==> config.mk <==
export PLATFORM = sky130hd
export DESIGN_NAME = fsp_seq
export DESIGN_NICKNAME = d
export VERILOG_FILES = /design/src/hw/fsp_pkg.sv /design/src/hw/fsp_seq.sv /design/src/hw/fsp_arm_timer.sv /design/src/hw/fsp_page_buf.sv
export SDC_FILE = /design/constraint.sdc
export NUM_CORES = 1
export LEC_CHECK = 0
export BUFFER_PORTS_ARGS = -buffer_cell sky130_fd_sc_hd__buf_2
export CAP_MARGIN = 15
export CORE_ASPECT_RATIO = 1.25
export CORE_MARGIN = 3
export CORE_UTILIZATION = 62
export CTS_BUF_LIST = sky130_fd_sc_hd__clkbuf_8
export CTS_CLUSTER_SIZE = 40
export DETAILED_ROUTE_END_ITERATION = 10
export PLACE_DENSITY = 0.82
export SLEW_MARGIN = 0
export SYNTH_ARGS = -nofsm -noshare
export SYNTH_HDL_FRONTEND = slang
export SYNTH_HIERARCHICAL = 1
export SYNTH_SLANG_ARGS = --single-unit
==> constraint.sdc <==
create_clock -name sys_clk_in -period 2.8 [get_ports sys_clk_in]
set_input_delay 0.56 -clock sys_clk_in [delete_from_list [all_inputs] [get_ports sys_clk_in]]
set_output_delay 0.56 -clock sys_clk_in [all_outputs]
set_load 0.02 [all_outputs]
==> src/hw/fsp_pkg.sv <==
package fsp_pkg;

   // ************************************************************
   // Register map (byte addresses on the classic bus)
   // ************************************************************
   localparam int ADR_W = 5;
   localparam logic [4:0] OFS_CTRL = 5'h00;
   localparam logic [4:0] OFS_STATUS = 5'h04;

   // ************************************************************
   // Control register fields and reset value
   // ************************************************************
   localparam int BIT_SELF_PROGRAM_ENABLE_BIT = 0;
   localparam int BIT_CMD_LSB = 1;
   localparam int BIT_SECT_BUSY = 6;
   localparam int BIT_IRQ_EN = 7;
   localparam logic [7:0] CTRL_RESET = 8'h00;

   // Command codes as {reenable, lock set, page write, page erase, enable}.
   localparam logic [4:0] CODE_LOAD = 5'h01;
   localparam logic [4:0] CODE_ERASE = 5'h03;
   localparam logic [4:0] CODE_WRITE = 5'h05;
   localparam logic [4:0] CODE_LOCK = 5'h09;
   localparam logic [4:0] CODE_REENABLE = 5'h11;

   // ************************************************************
   // Flash addressing
   // ************************************************************
   localparam int PTR_W = 16;
   localparam int WORD_LSB = 1;
   localparam int WORD_W = 5;
   localparam int PAGE_LSB = 6;
   localparam int PAGE_W = 10;
   localparam int BUF_WORDS = 32;
   localparam int LOCK_W = 6;
   localparam logic [9:0] HALT_FIRST_PAGE = 10'h1C0;
   localparam logic [15:0] ERASED_WORD = 16'hFFFF;
   localparam logic [7:0] BLOCKED_BYTE = 8'hFF;

   // ************************************************************
   // Timing
   // ************************************************************
   localparam logic [2:0] ARM_WINDOW_CYCLES = 3'h4;

   typedef enum logic [1:0] {
      ST_IDLE,
      ST_ERASE,
      ST_WRITE,
      ST_LOCK
   } fsp_state_t;

endpackage

==> src/hw/fsp_seq.sv <==
`timescale 1ns/1ps
`default_nettype none
// Summary of operation
// - Pointer is high byte over low byte.
// - Low pointer bits word, high bits page.
// - Address latched when an operation starts.
// - Lock setting ignores the pointer.
// - Program reads use pointer bit zero.
// - Erase code plus store erases page.
// - Halt CPU for halting-section targets.
// - Load code stores data word to buffer.
// - Buffer clears on write, reenable, reset.
// - EEPROM write drops loaded buffer data.
// - Write code programs buffer into page.
// - Interrupt asserted while enable bit clear.
// - Erase/write blocks section, sets busy.
// - Busy holds until reenable is written.
// - Lock set programs bits where cleared.
// - Lock set neither halts nor blocks.
// - Command auto-clears after four idle cycles.
// - EEPROM write refuses programming commands.
module fsp_seq (
   input wire logic sys_clk_in,
   input wire logic rst_in,
   // Classic bus slave.
   input wire logic wb_cyc_in,
   input wire logic wb_stb_in,
   input wire logic wb_we_in,
   input wire logic [fsp_pkg::ADR_W-1:0] wb_adr_in,
   input wire logic [3:0] wb_sel_in,
   input wire logic [31:0] wb_dat_in,
   output logic [31:0] wb_dat_out,
   output logic wb_ack_out,
   // CPU core side.
   input wire logic [7:0] pointer_high_byte_in,
   input wire logic [7:0] pointer_low_byte_in,
   input wire logic [7:0] data_low_reg_in,
   input wire logic [7:0] data_high_reg_in,
   input wire logic spm_strobe_in,
   input wire logic load_program_instruction_in,
   output logic [7:0] lpm_byte_out,
   output logic lpm_valid_out,
   output logic cpu_halt_out,
   output logic irq_out,
   // EEPROM controller status, same clock.
   input wire logic eeprom_busy_in,
   input wire logic eeprom_write_in,
   // Flash array side.
   output logic [fsp_pkg::PTR_W-2:0] flash_rd_addr_out,
   input wire logic [15:0] flash_rd_word_in,
   output logic rww_read_block_out,
   output logic flash_start_out,
   output logic [1:0] flash_op_out,
   output logic [fsp_pkg::PAGE_W-1:0] flash_page_out,
   output logic [fsp_pkg::LOCK_W-1:0] lock_bits_out,
   input wire logic flash_done_in,
   input wire logic [fsp_pkg::WORD_W-1:0] buf_rd_idx_in,
   output logic [15:0] buf_rd_word_out
);
   import fsp_pkg::*;

   // ************************************************************
   // State
   // ************************************************************
   typedef struct packed {
      fsp_state_t state;
      logic irq_en;
      logic [3:0] cmd;
      logic self_program_enable_bit;
      logic sect_busy;
      logic [PAGE_W-1:0] page;
      logic [LOCK_W-1:0] lock;
      logic halt;
      logic block;
      logic start;
      logic ack;
      logic [31:0] rdata;
      logic [7:0] lpm_byte;
      logic lpm_valid;
   } fsp_seq_st_t;

   fsp_seq_st_t q_r;
   fsp_seq_st_t q_nxt;

   logic [PTR_W-1:0] ptr;
   logic [PAGE_W-1:0] ptr_page;
   logic [WORD_W-1:0] ptr_word;
   logic ptr_halting;
   logic [4:0] code;
   logic [7:0] ctrl_byte;
   logic wb_req;
   logic wb_fire;
   logic wr_ctrl;
   logic arm_pulse;
   logic arm_expired;
   logic store_ok;
   logic op_done;
   logic buf_wr;
   logic buf_clear;
   logic buf_loaded;

   // ************************************************************
   // Address decode of the pointer
   // ************************************************************
   // The pointer is the high byte above the low byte.
   assign ptr = {pointer_high_byte_in, pointer_low_byte_in};
   // Word within page from the low bits, page from the high bits.
   assign ptr_word = ptr[PAGE_LSB-1:WORD_LSB];
   assign ptr_page = ptr[PTR_W-1:PAGE_LSB];
   assign ptr_halting = (ptr_page >= HALT_FIRST_PAGE);
   assign flash_rd_addr_out = ptr[PTR_W-1:WORD_LSB];

   assign code = {q_r.cmd, q_r.self_program_enable_bit};
   assign ctrl_byte = {q_r.irq_en, q_r.sect_busy, 1'b0, q_r.cmd, q_r.self_program_enable_bit};

   // ************************************************************
   // Bus handshake and command arming
   // ************************************************************
   // Writes take effect on the edge where the master sees the ack.
   assign wb_req = wb_cyc_in & wb_stb_in;
   assign wb_fire = wb_req & q_r.ack;
   assign wr_ctrl = wb_fire & wb_we_in & wb_sel_in[0] & (wb_adr_in == OFS_CTRL);
   // A new command is refused during an EEPROM write or a running operation.
   assign arm_pulse = wr_ctrl & wb_dat_in[BIT_SELF_PROGRAM_ENABLE_BIT] & (q_r.state == ST_IDLE) & ~eeprom_busy_in;
   // An armed store is taken only when no EEPROM write is running.
   assign store_ok = spm_strobe_in & q_r.self_program_enable_bit & (q_r.state == ST_IDLE) & ~eeprom_busy_in;
   assign op_done = flash_done_in & (q_r.state != ST_IDLE);
   assign buf_wr = store_ok & (code == CODE_LOAD);

   // The buffer is cleared by a page write, by reenable, or by an EEPROM write mid-load.
   assign buf_clear = (op_done & (q_r.state == ST_WRITE))
      | (store_ok & (code == CODE_REENABLE))
      | (eeprom_write_in & buf_loaded);

   fsp_arm_timer u_arm (
      .sys_clk_in(sys_clk_in),
      .rst_in(rst_in),
      .arm_in(arm_pulse),
      .hit_in(store_ok),
      .expired_out(arm_expired)
   );

   fsp_page_buf u_buf (
      .sys_clk_in(sys_clk_in),
      .rst_in(rst_in),
      .wr_en_in(buf_wr),
      .wr_idx_in(ptr_word),
      .wr_word_in({data_high_reg_in, data_low_reg_in}),
      .clear_in(buf_clear),
      .rd_idx_in(buf_rd_idx_in),
      .rd_word_out(buf_rd_word_out),
      .loaded_out(buf_loaded)
   );

   // ************************************************************
   // Next-state logic
   // ************************************************************
   // One process computes every next value; the order of the ifs sets priority.
   always_comb begin
      q_nxt = q_r;
      q_nxt.start = 1'b0;
      q_nxt.lpm_valid = 1'b0;
      q_nxt.ack = wb_req & ~q_r.ack;
      if (wb_req & ~q_r.ack) begin
         unique case (wb_adr_in)
            OFS_CTRL: q_nxt.rdata = {24'h00_0000, ctrl_byte};
            OFS_STATUS: q_nxt.rdata = {20'h0_0000, q_r.page, q_r.state};
            default: q_nxt.rdata = 32'h0000_0000;
         endcase
      end
      // Commands not followed by a store in time are withdrawn.
      if (arm_expired) begin
         q_nxt.cmd = 4'h0;
         q_nxt.self_program_enable_bit = 1'b0;
      end
      if (wr_ctrl) begin
         q_nxt.irq_en = wb_dat_in[BIT_IRQ_EN];
         if (arm_pulse) begin
            q_nxt.cmd = wb_dat_in[BIT_CMD_LSB+3:BIT_CMD_LSB];
            q_nxt.self_program_enable_bit = 1'b1;
         end
      end
      if (store_ok) begin
         q_nxt.cmd = 4'h0;
         q_nxt.self_program_enable_bit = 1'b0;
         unique case (code)
            CODE_ERASE, CODE_WRITE: begin
               // Page is latched so the pointer may be reused meanwhile.
               q_nxt.page = ptr_page;
               q_nxt.cmd = q_r.cmd;
               q_nxt.self_program_enable_bit = 1'b1;
               q_nxt.state = (code == CODE_ERASE) ? ST_ERASE : ST_WRITE;
               q_nxt.start = 1'b1;
               q_nxt.sect_busy = 1'b1;
               q_nxt.block = 1'b1;
               q_nxt.halt = ptr_halting;
            end
            CODE_LOCK: begin
               // Pointer is not looked at; only the low data byte matters.
               q_nxt.lock = data_low_reg_in[LOCK_W-1:0];
               q_nxt.cmd = q_r.cmd;
               q_nxt.self_program_enable_bit = 1'b1;
               q_nxt.state = ST_LOCK;
               q_nxt.start = 1'b1;
               q_nxt.halt = 1'b0;
               q_nxt.block = 1'b0;
            end
            CODE_REENABLE: begin
               q_nxt.sect_busy = 1'b0;
            end
            default: begin
               // Loads finish here; unknown codes only disarm.
            end
         endcase
      end
      if (op_done) begin
         q_nxt.state = ST_IDLE;
         q_nxt.cmd = 4'h0;
         q_nxt.self_program_enable_bit = 1'b0;
         q_nxt.halt = 1'b0;
         q_nxt.block = 1'b0;
      end
      // Program reads pick the byte with pointer bit zero.
      if (load_program_instruction_in) begin
         q_nxt.lpm_valid = 1'b1;
         if (q_r.block & ~ptr_halting) begin
            q_nxt.lpm_byte = BLOCKED_BYTE;
         end else begin
            q_nxt.lpm_byte = ptr[0] ? flash_rd_word_in[15:8] : flash_rd_word_in[7:0];
         end
      end
   end

   // State register.
   always_ff @(posedge sys_clk_in) begin
      if (rst_in) begin
         q_r <= '0;
         q_r.state <= ST_IDLE;
         q_r.irq_en <= CTRL_RESET[BIT_IRQ_EN];
      end else begin
         q_r <= q_nxt;
      end
   end

   // ************************************************************
   // Outputs
   // ************************************************************
   assign wb_ack_out = q_r.ack;
   assign wb_dat_out = q_r.rdata;
   assign lpm_byte_out = q_r.lpm_byte;
   assign lpm_valid_out = q_r.lpm_valid;
   assign cpu_halt_out = q_r.halt;
   assign rww_read_block_out = q_r.block;
   assign flash_start_out = q_r.start;
   assign flash_page_out = q_r.page;
   assign lock_bits_out = q_r.lock;
   // Level request replaces polling of the enable bit.
   assign irq_out = q_r.irq_en & ~q_r.self_program_enable_bit;

   // Encoding toward the array: 0 erase, 1 write, 2 lock set.
   always_comb begin
      unique case (q_r.state)
         ST_WRITE: flash_op_out = 2'h1;
         ST_LOCK: flash_op_out = 2'h2;
         default: flash_op_out = 2'h0;
      endcase
   end
endmodule
`default_nettype wire

==> src/hw/fsp_arm_timer.sv <==
`timescale 1ns/1ps
`default_nettype none
module fsp_arm_timer (
   input wire logic sys_clk_in,
   input wire logic rst_in,
   input wire logic arm_in,
   input wire logic hit_in,
   output logic expired_out
);
   import fsp_pkg::*;

   typedef struct packed {
      logic [2:0] count;
   } fsp_arm_st_t;

   fsp_arm_st_t q_r;
   fsp_arm_st_t q_nxt;

   // An arming write reloads the window; a taken store or expiry ends it.
   always_comb begin
      q_nxt = q_r;
      expired_out = 1'b0;
      if (arm_in) begin
         q_nxt.count = ARM_WINDOW_CYCLES;
      end else if (hit_in) begin
         q_nxt.count = 3'h0;
      end else if (q_r.count != 3'h0) begin
         q_nxt.count = q_r.count - 3'h1;
         expired_out = (q_r.count == 3'h1);
      end
   end

   // State register.
   always_ff @(posedge sys_clk_in) begin
      if (rst_in) begin
         q_r <= '0;
      end else begin
         q_r <= q_nxt;
      end
   end

endmodule
`default_nettype wire

==> src/hw/fsp_page_buf.sv <==
`timescale 1ns/1ps
`default_nettype none
module fsp_page_buf (
   input wire logic sys_clk_in,
   input wire logic rst_in,
   input wire logic wr_en_in,
   input wire logic [fsp_pkg::WORD_W-1:0] wr_idx_in,
   input wire logic [15:0] wr_word_in,
   input wire logic clear_in,
   input wire logic [fsp_pkg::WORD_W-1:0] rd_idx_in,
   output logic [15:0] rd_word_out,
   output logic loaded_out
);
   import fsp_pkg::*;

   typedef struct packed {
      logic [BUF_WORDS-1:0][15:0] words;
      logic loaded;
      logic [15:0] rd_word;
   } fsp_buf_st_t;

   fsp_buf_st_t q_r;
   fsp_buf_st_t q_nxt;

   // Clearing wins over a load in the same cycle, so stale data never survives.
   always_comb begin
      q_nxt = q_r;
      q_nxt.rd_word = q_r.words[rd_idx_in];
      if (clear_in) begin
         for (int i = 0; i < BUF_WORDS; i++) begin
            q_nxt.words[i] = ERASED_WORD;
         end
         q_nxt.loaded = 1'b0;
      end else if (wr_en_in) begin
         q_nxt.words[wr_idx_in] = wr_word_in;
         q_nxt.loaded = 1'b1;
      end
   end

   // The buffer returns to the erased pattern on system reset.
   always_ff @(posedge sys_clk_in) begin
      if (rst_in) begin
         q_r <= {{BUF_WORDS{ERASED_WORD}}, 1'b0, 16'h0000};
      end else begin
         q_r <= q_nxt;
      end
   end

   assign rd_word_out = q_r.rd_word;
   assign loaded_out = q_r.loaded;
endmodule
`default_nettype wire

==> results.ini <==
[outcome]
status = finished clean

[die]
rows = 83
ios = 199
fp.dieH_um = 235
initial_core_util_pct = 62.9
die_w_um = 189
dieArea_um2 = 44400
coreArea_um2 = 41200

[logic_synthesis]
yosysTopAreaCellShare_pct = 44.9
yosysTopAreaCell = dfxtp_1
synth_area_leaders = dfxtp_1, nand2_1, nand3_1
synth-seq-area-share_pct = 44.9
syn_area_um2 = 25900
avgSynthCellArea_um2 = 8.66
async_flop_share_pct = 0
synthAdderAreaFrac_pct = 0.145
synth.most_common_cell = nand2_1
synth_edf_count = 0
yosysWarnings = 6
synth-xor-area-share_pct = 0.0675
synth_flop_cell = dfxtp_1
ys_top_cells_by_count = nand2_1, dfxtp_1, nand3_1
synthSimpleGateAreaFrac_pct = 29.6
synth_cell_types = 69
synth_cells = 2998
synth_top_family_by_area = simple AND/OR/NAND/NOR gates
synth_mux_area_share_pct = 13.5
synth_compound_area_share_pct = 3.55
ys_seq_elements = 582

[pwr]
power.internal_w = 0.0124
irDropWorstVdd_uv = 482
p_per_area_nw_per_um2 = 578
combPwrFrac_pct = 6.9
p_clk_share_pct = 42.3
p_seq_share_pct = 50.8
swShare_pct = 24.6
p_leak_nw = 13.1
power_switching_w = 0.00404

[detailed_routing]
wl_per_cell_um = 20.9
drtIter0Drc = 2646
via_per_inst = 6.27
drtAntennaViolNets = 0
drc_errors = 0
vias = 23000
firstDrtPassIters = 6
routed_wl_mm = 76.5

[clock_network]
clk_path_buf_depth = 3
numCtsBuffers = 87
ctsRootBufferMaster = clkbuf_8
ctsHtreeMaxLevel = 3
clock-sinks = 582
cts_tree = built
insertion_delay_ns = 0.68
cts_resized = 0
holdBufCountCts = 0
clk_pin_slew_ns = 0.06
cts_setup_buffers = 0

[run]
drv_cap = 0

[timing]
rsz0062_at_grt = no
maxSlewHeadroom_pct = 23.3
finClkSkew_ns = 0.0355
hold_viol_final = 0
worst_hold_slack_ns = 0.132
period_needed_ns = 2.67
final-setup-viol-count = 0
final.setup.worst_slack_ns = 0.127
final_max_slew_viol_count = 0
finalCritPeriodShare_pct = 95.5
max_freq_mhz = 374
worstMarginPinSlew_ns = 1.15

[global_routing]
grt.overflow.total = 0
grt_max_degree = 89
grt_pass1_vias = 22300
grtUsageTotal_pct = 33.3
grt_pass1_wl_mm = 118
antenna_found_initial = 5

[worst_setup_path]
timing.rr.start = q_r[68]
start_kind = flip-flop
cp_max_fo = 16
cp_data_arrival_time_ns = 3.21
r2r_cells = 8
cp_slowest_cell = nand2_1
path_buf_inv = 1
critical_path_class = reg -> reg
crit_family = simple AND/OR/NAND/NOR gates
regToRegEndpoint = u_buf/q_r[358]
timing.reg2reg.setup_slack_ns = 0.13
slowest_delay_ns = 0.51
end_kind = flip-flop
crit_chain = nor3_1 > nand3_1 > nor4b_2 > buf_4 > and3b_1 > nand2_1 > nand2_1 > nand3_1
worstPathRequired_ns = 3.34

[placement]
place_hpwl_mm = 48.3
pre_cts_slack_ns = -0.00952
portBuffers = 149
postPlaceCellArea_um2 = 26700
globalplace.congestion = 0.919
place_inst = 3505

[final_layout]
fin_area_um2 = 28500
num-fill-cells = 2989
area_growth_pct = 9.70
layout-drive-gt1-share_pct = 16.9
stdcell_count = 3666
final_core_util_pct = 69.0
nets = 3149

[hold_path]
holdPathEnd = ctrl_byte[7]
hp-class = in -> reg
worstHoldStart = wb_dat_in[7]
min_path_cells = 3

how the worst max path moves through the flow:
stage,cells past startpoint,slack [ns],from,endpoint
2_1_floorplan,9,0.20,wb_adr_in[1],code[2]
3_3_place_gp,9,0.06,eeprom_busy_in,u_buf/q_r[368]
3_5_place_dp,9,-0.01,eeprom_busy_in,u_buf/q_r[355]
4_1_cts,8,0.19,q_r[68],u_buf/q_r[358]
5_1_grt,8,0.009,q_r[68],u_buf/q_r[356]
6_report,8,0.13,q_r[68],u_buf/q_r[358]
routing by layer:
layer	global-route usage, %	vias to the layer above	wire length (um)
met1	39.6	10900	27100
met3	7.36	330	7940
met4	24.1	2	5810
met2	53.1	1593	35700
li1	-	10100	-
met5	0	-	13
layout by cell type (no fill, tap or decap), types with 15 or more instances in the layout:
master / Yosys / routed
nor2_4: 27 / 28
a21oi_1: 17 / 17
clkbuf_8: 12 / 113
o21ai_0: 15 / 15
mux4_2: 77 / 77
buf_4: 119 / 83
nor2_1: 43 / 42
buf_2: 58 / 147
conb_1: 1 / 20
nand3_1: 521 / 521
a221oi_1: 20 / 20
a221o_1: 17 / 17
dfxtp_1: 582 / 582
nand2_1: 1086 / 1086
mux4_1: 35 / 35
inv_1: 8 / 39
a31oi_1: 17 / 17
a22oi_1: 16 / 16
mux2i_1: 86 / 86
buf_12: 3 / 33
worst reg2reg max path: cells and delay by family (launching register included):
family | cells | cell delay (ns)
and+or+nand+nor | 7 | 1.94
DFF | 1 | 0.38
buffers and inverters | 1 | 0.23
logic make-up after synthesis:
kind of cell / Yosys count
simple gates: 1749
buf+inv: 338
compound gates: 125
other cells: 1
flops: 582
xor+xnor: 2
fa+ha+maj: 3
mux: 198
power groups by stage:
stage          Clock, W  Sequential (W)  Combinational, W
5_1_grt         0.00741         0.00836           0.00119
3_5_place_dp          0         0.00854           0.00110
2_1_floorplan         0         0.00853          0.000825
4_1_cts         0.00703         0.00836           0.00110
6_report        0.00695         0.00836           0.00113
3_3_place_gp          0         0.00854           0.00107
state kept, by name (all words and copies together), names as in the netlist:
name	count
flash_start_out	1
flash_page_out	10
q_r	2
u_buf/q_r	512
wb_dat_out	12
u_buf/rd_word_out	16
lpm_byte_out	8
u_arm/q_r	3
u_buf/loaded_out	1
lock_bits_out	6
ctrl_byte	2
wb_ack_out	1
lpm_valid_out	1
cpu_halt_out	1
code	5
rww_read_block_out	1
stage by stage:
step	power, W	setup TNS (ns)
after floorplan	0.00936	0
after global placement	0.00961	0
after detailed placement	0.00964	-0.00952
after CTS	0.0165	0
after global routing	0.0170	0
final	0.0164	0
layout make-up:
class	count	area [um^2]	share of cell area (%)
Antenna cell	4	10.0	0.0352
Clock buffer	113	1560	5.46
Clock inverter	44	216	0.760
Inverter	9	33.8	0.119
Multi-Input combinational cell	2097	12300	43.1
Sequential cell	582	11700	40.9
Tap cell	552	691	2.43
Timing Repair Buffer	265	2040	7.17
Note: power is estimated with default switching activity, not from simulation.
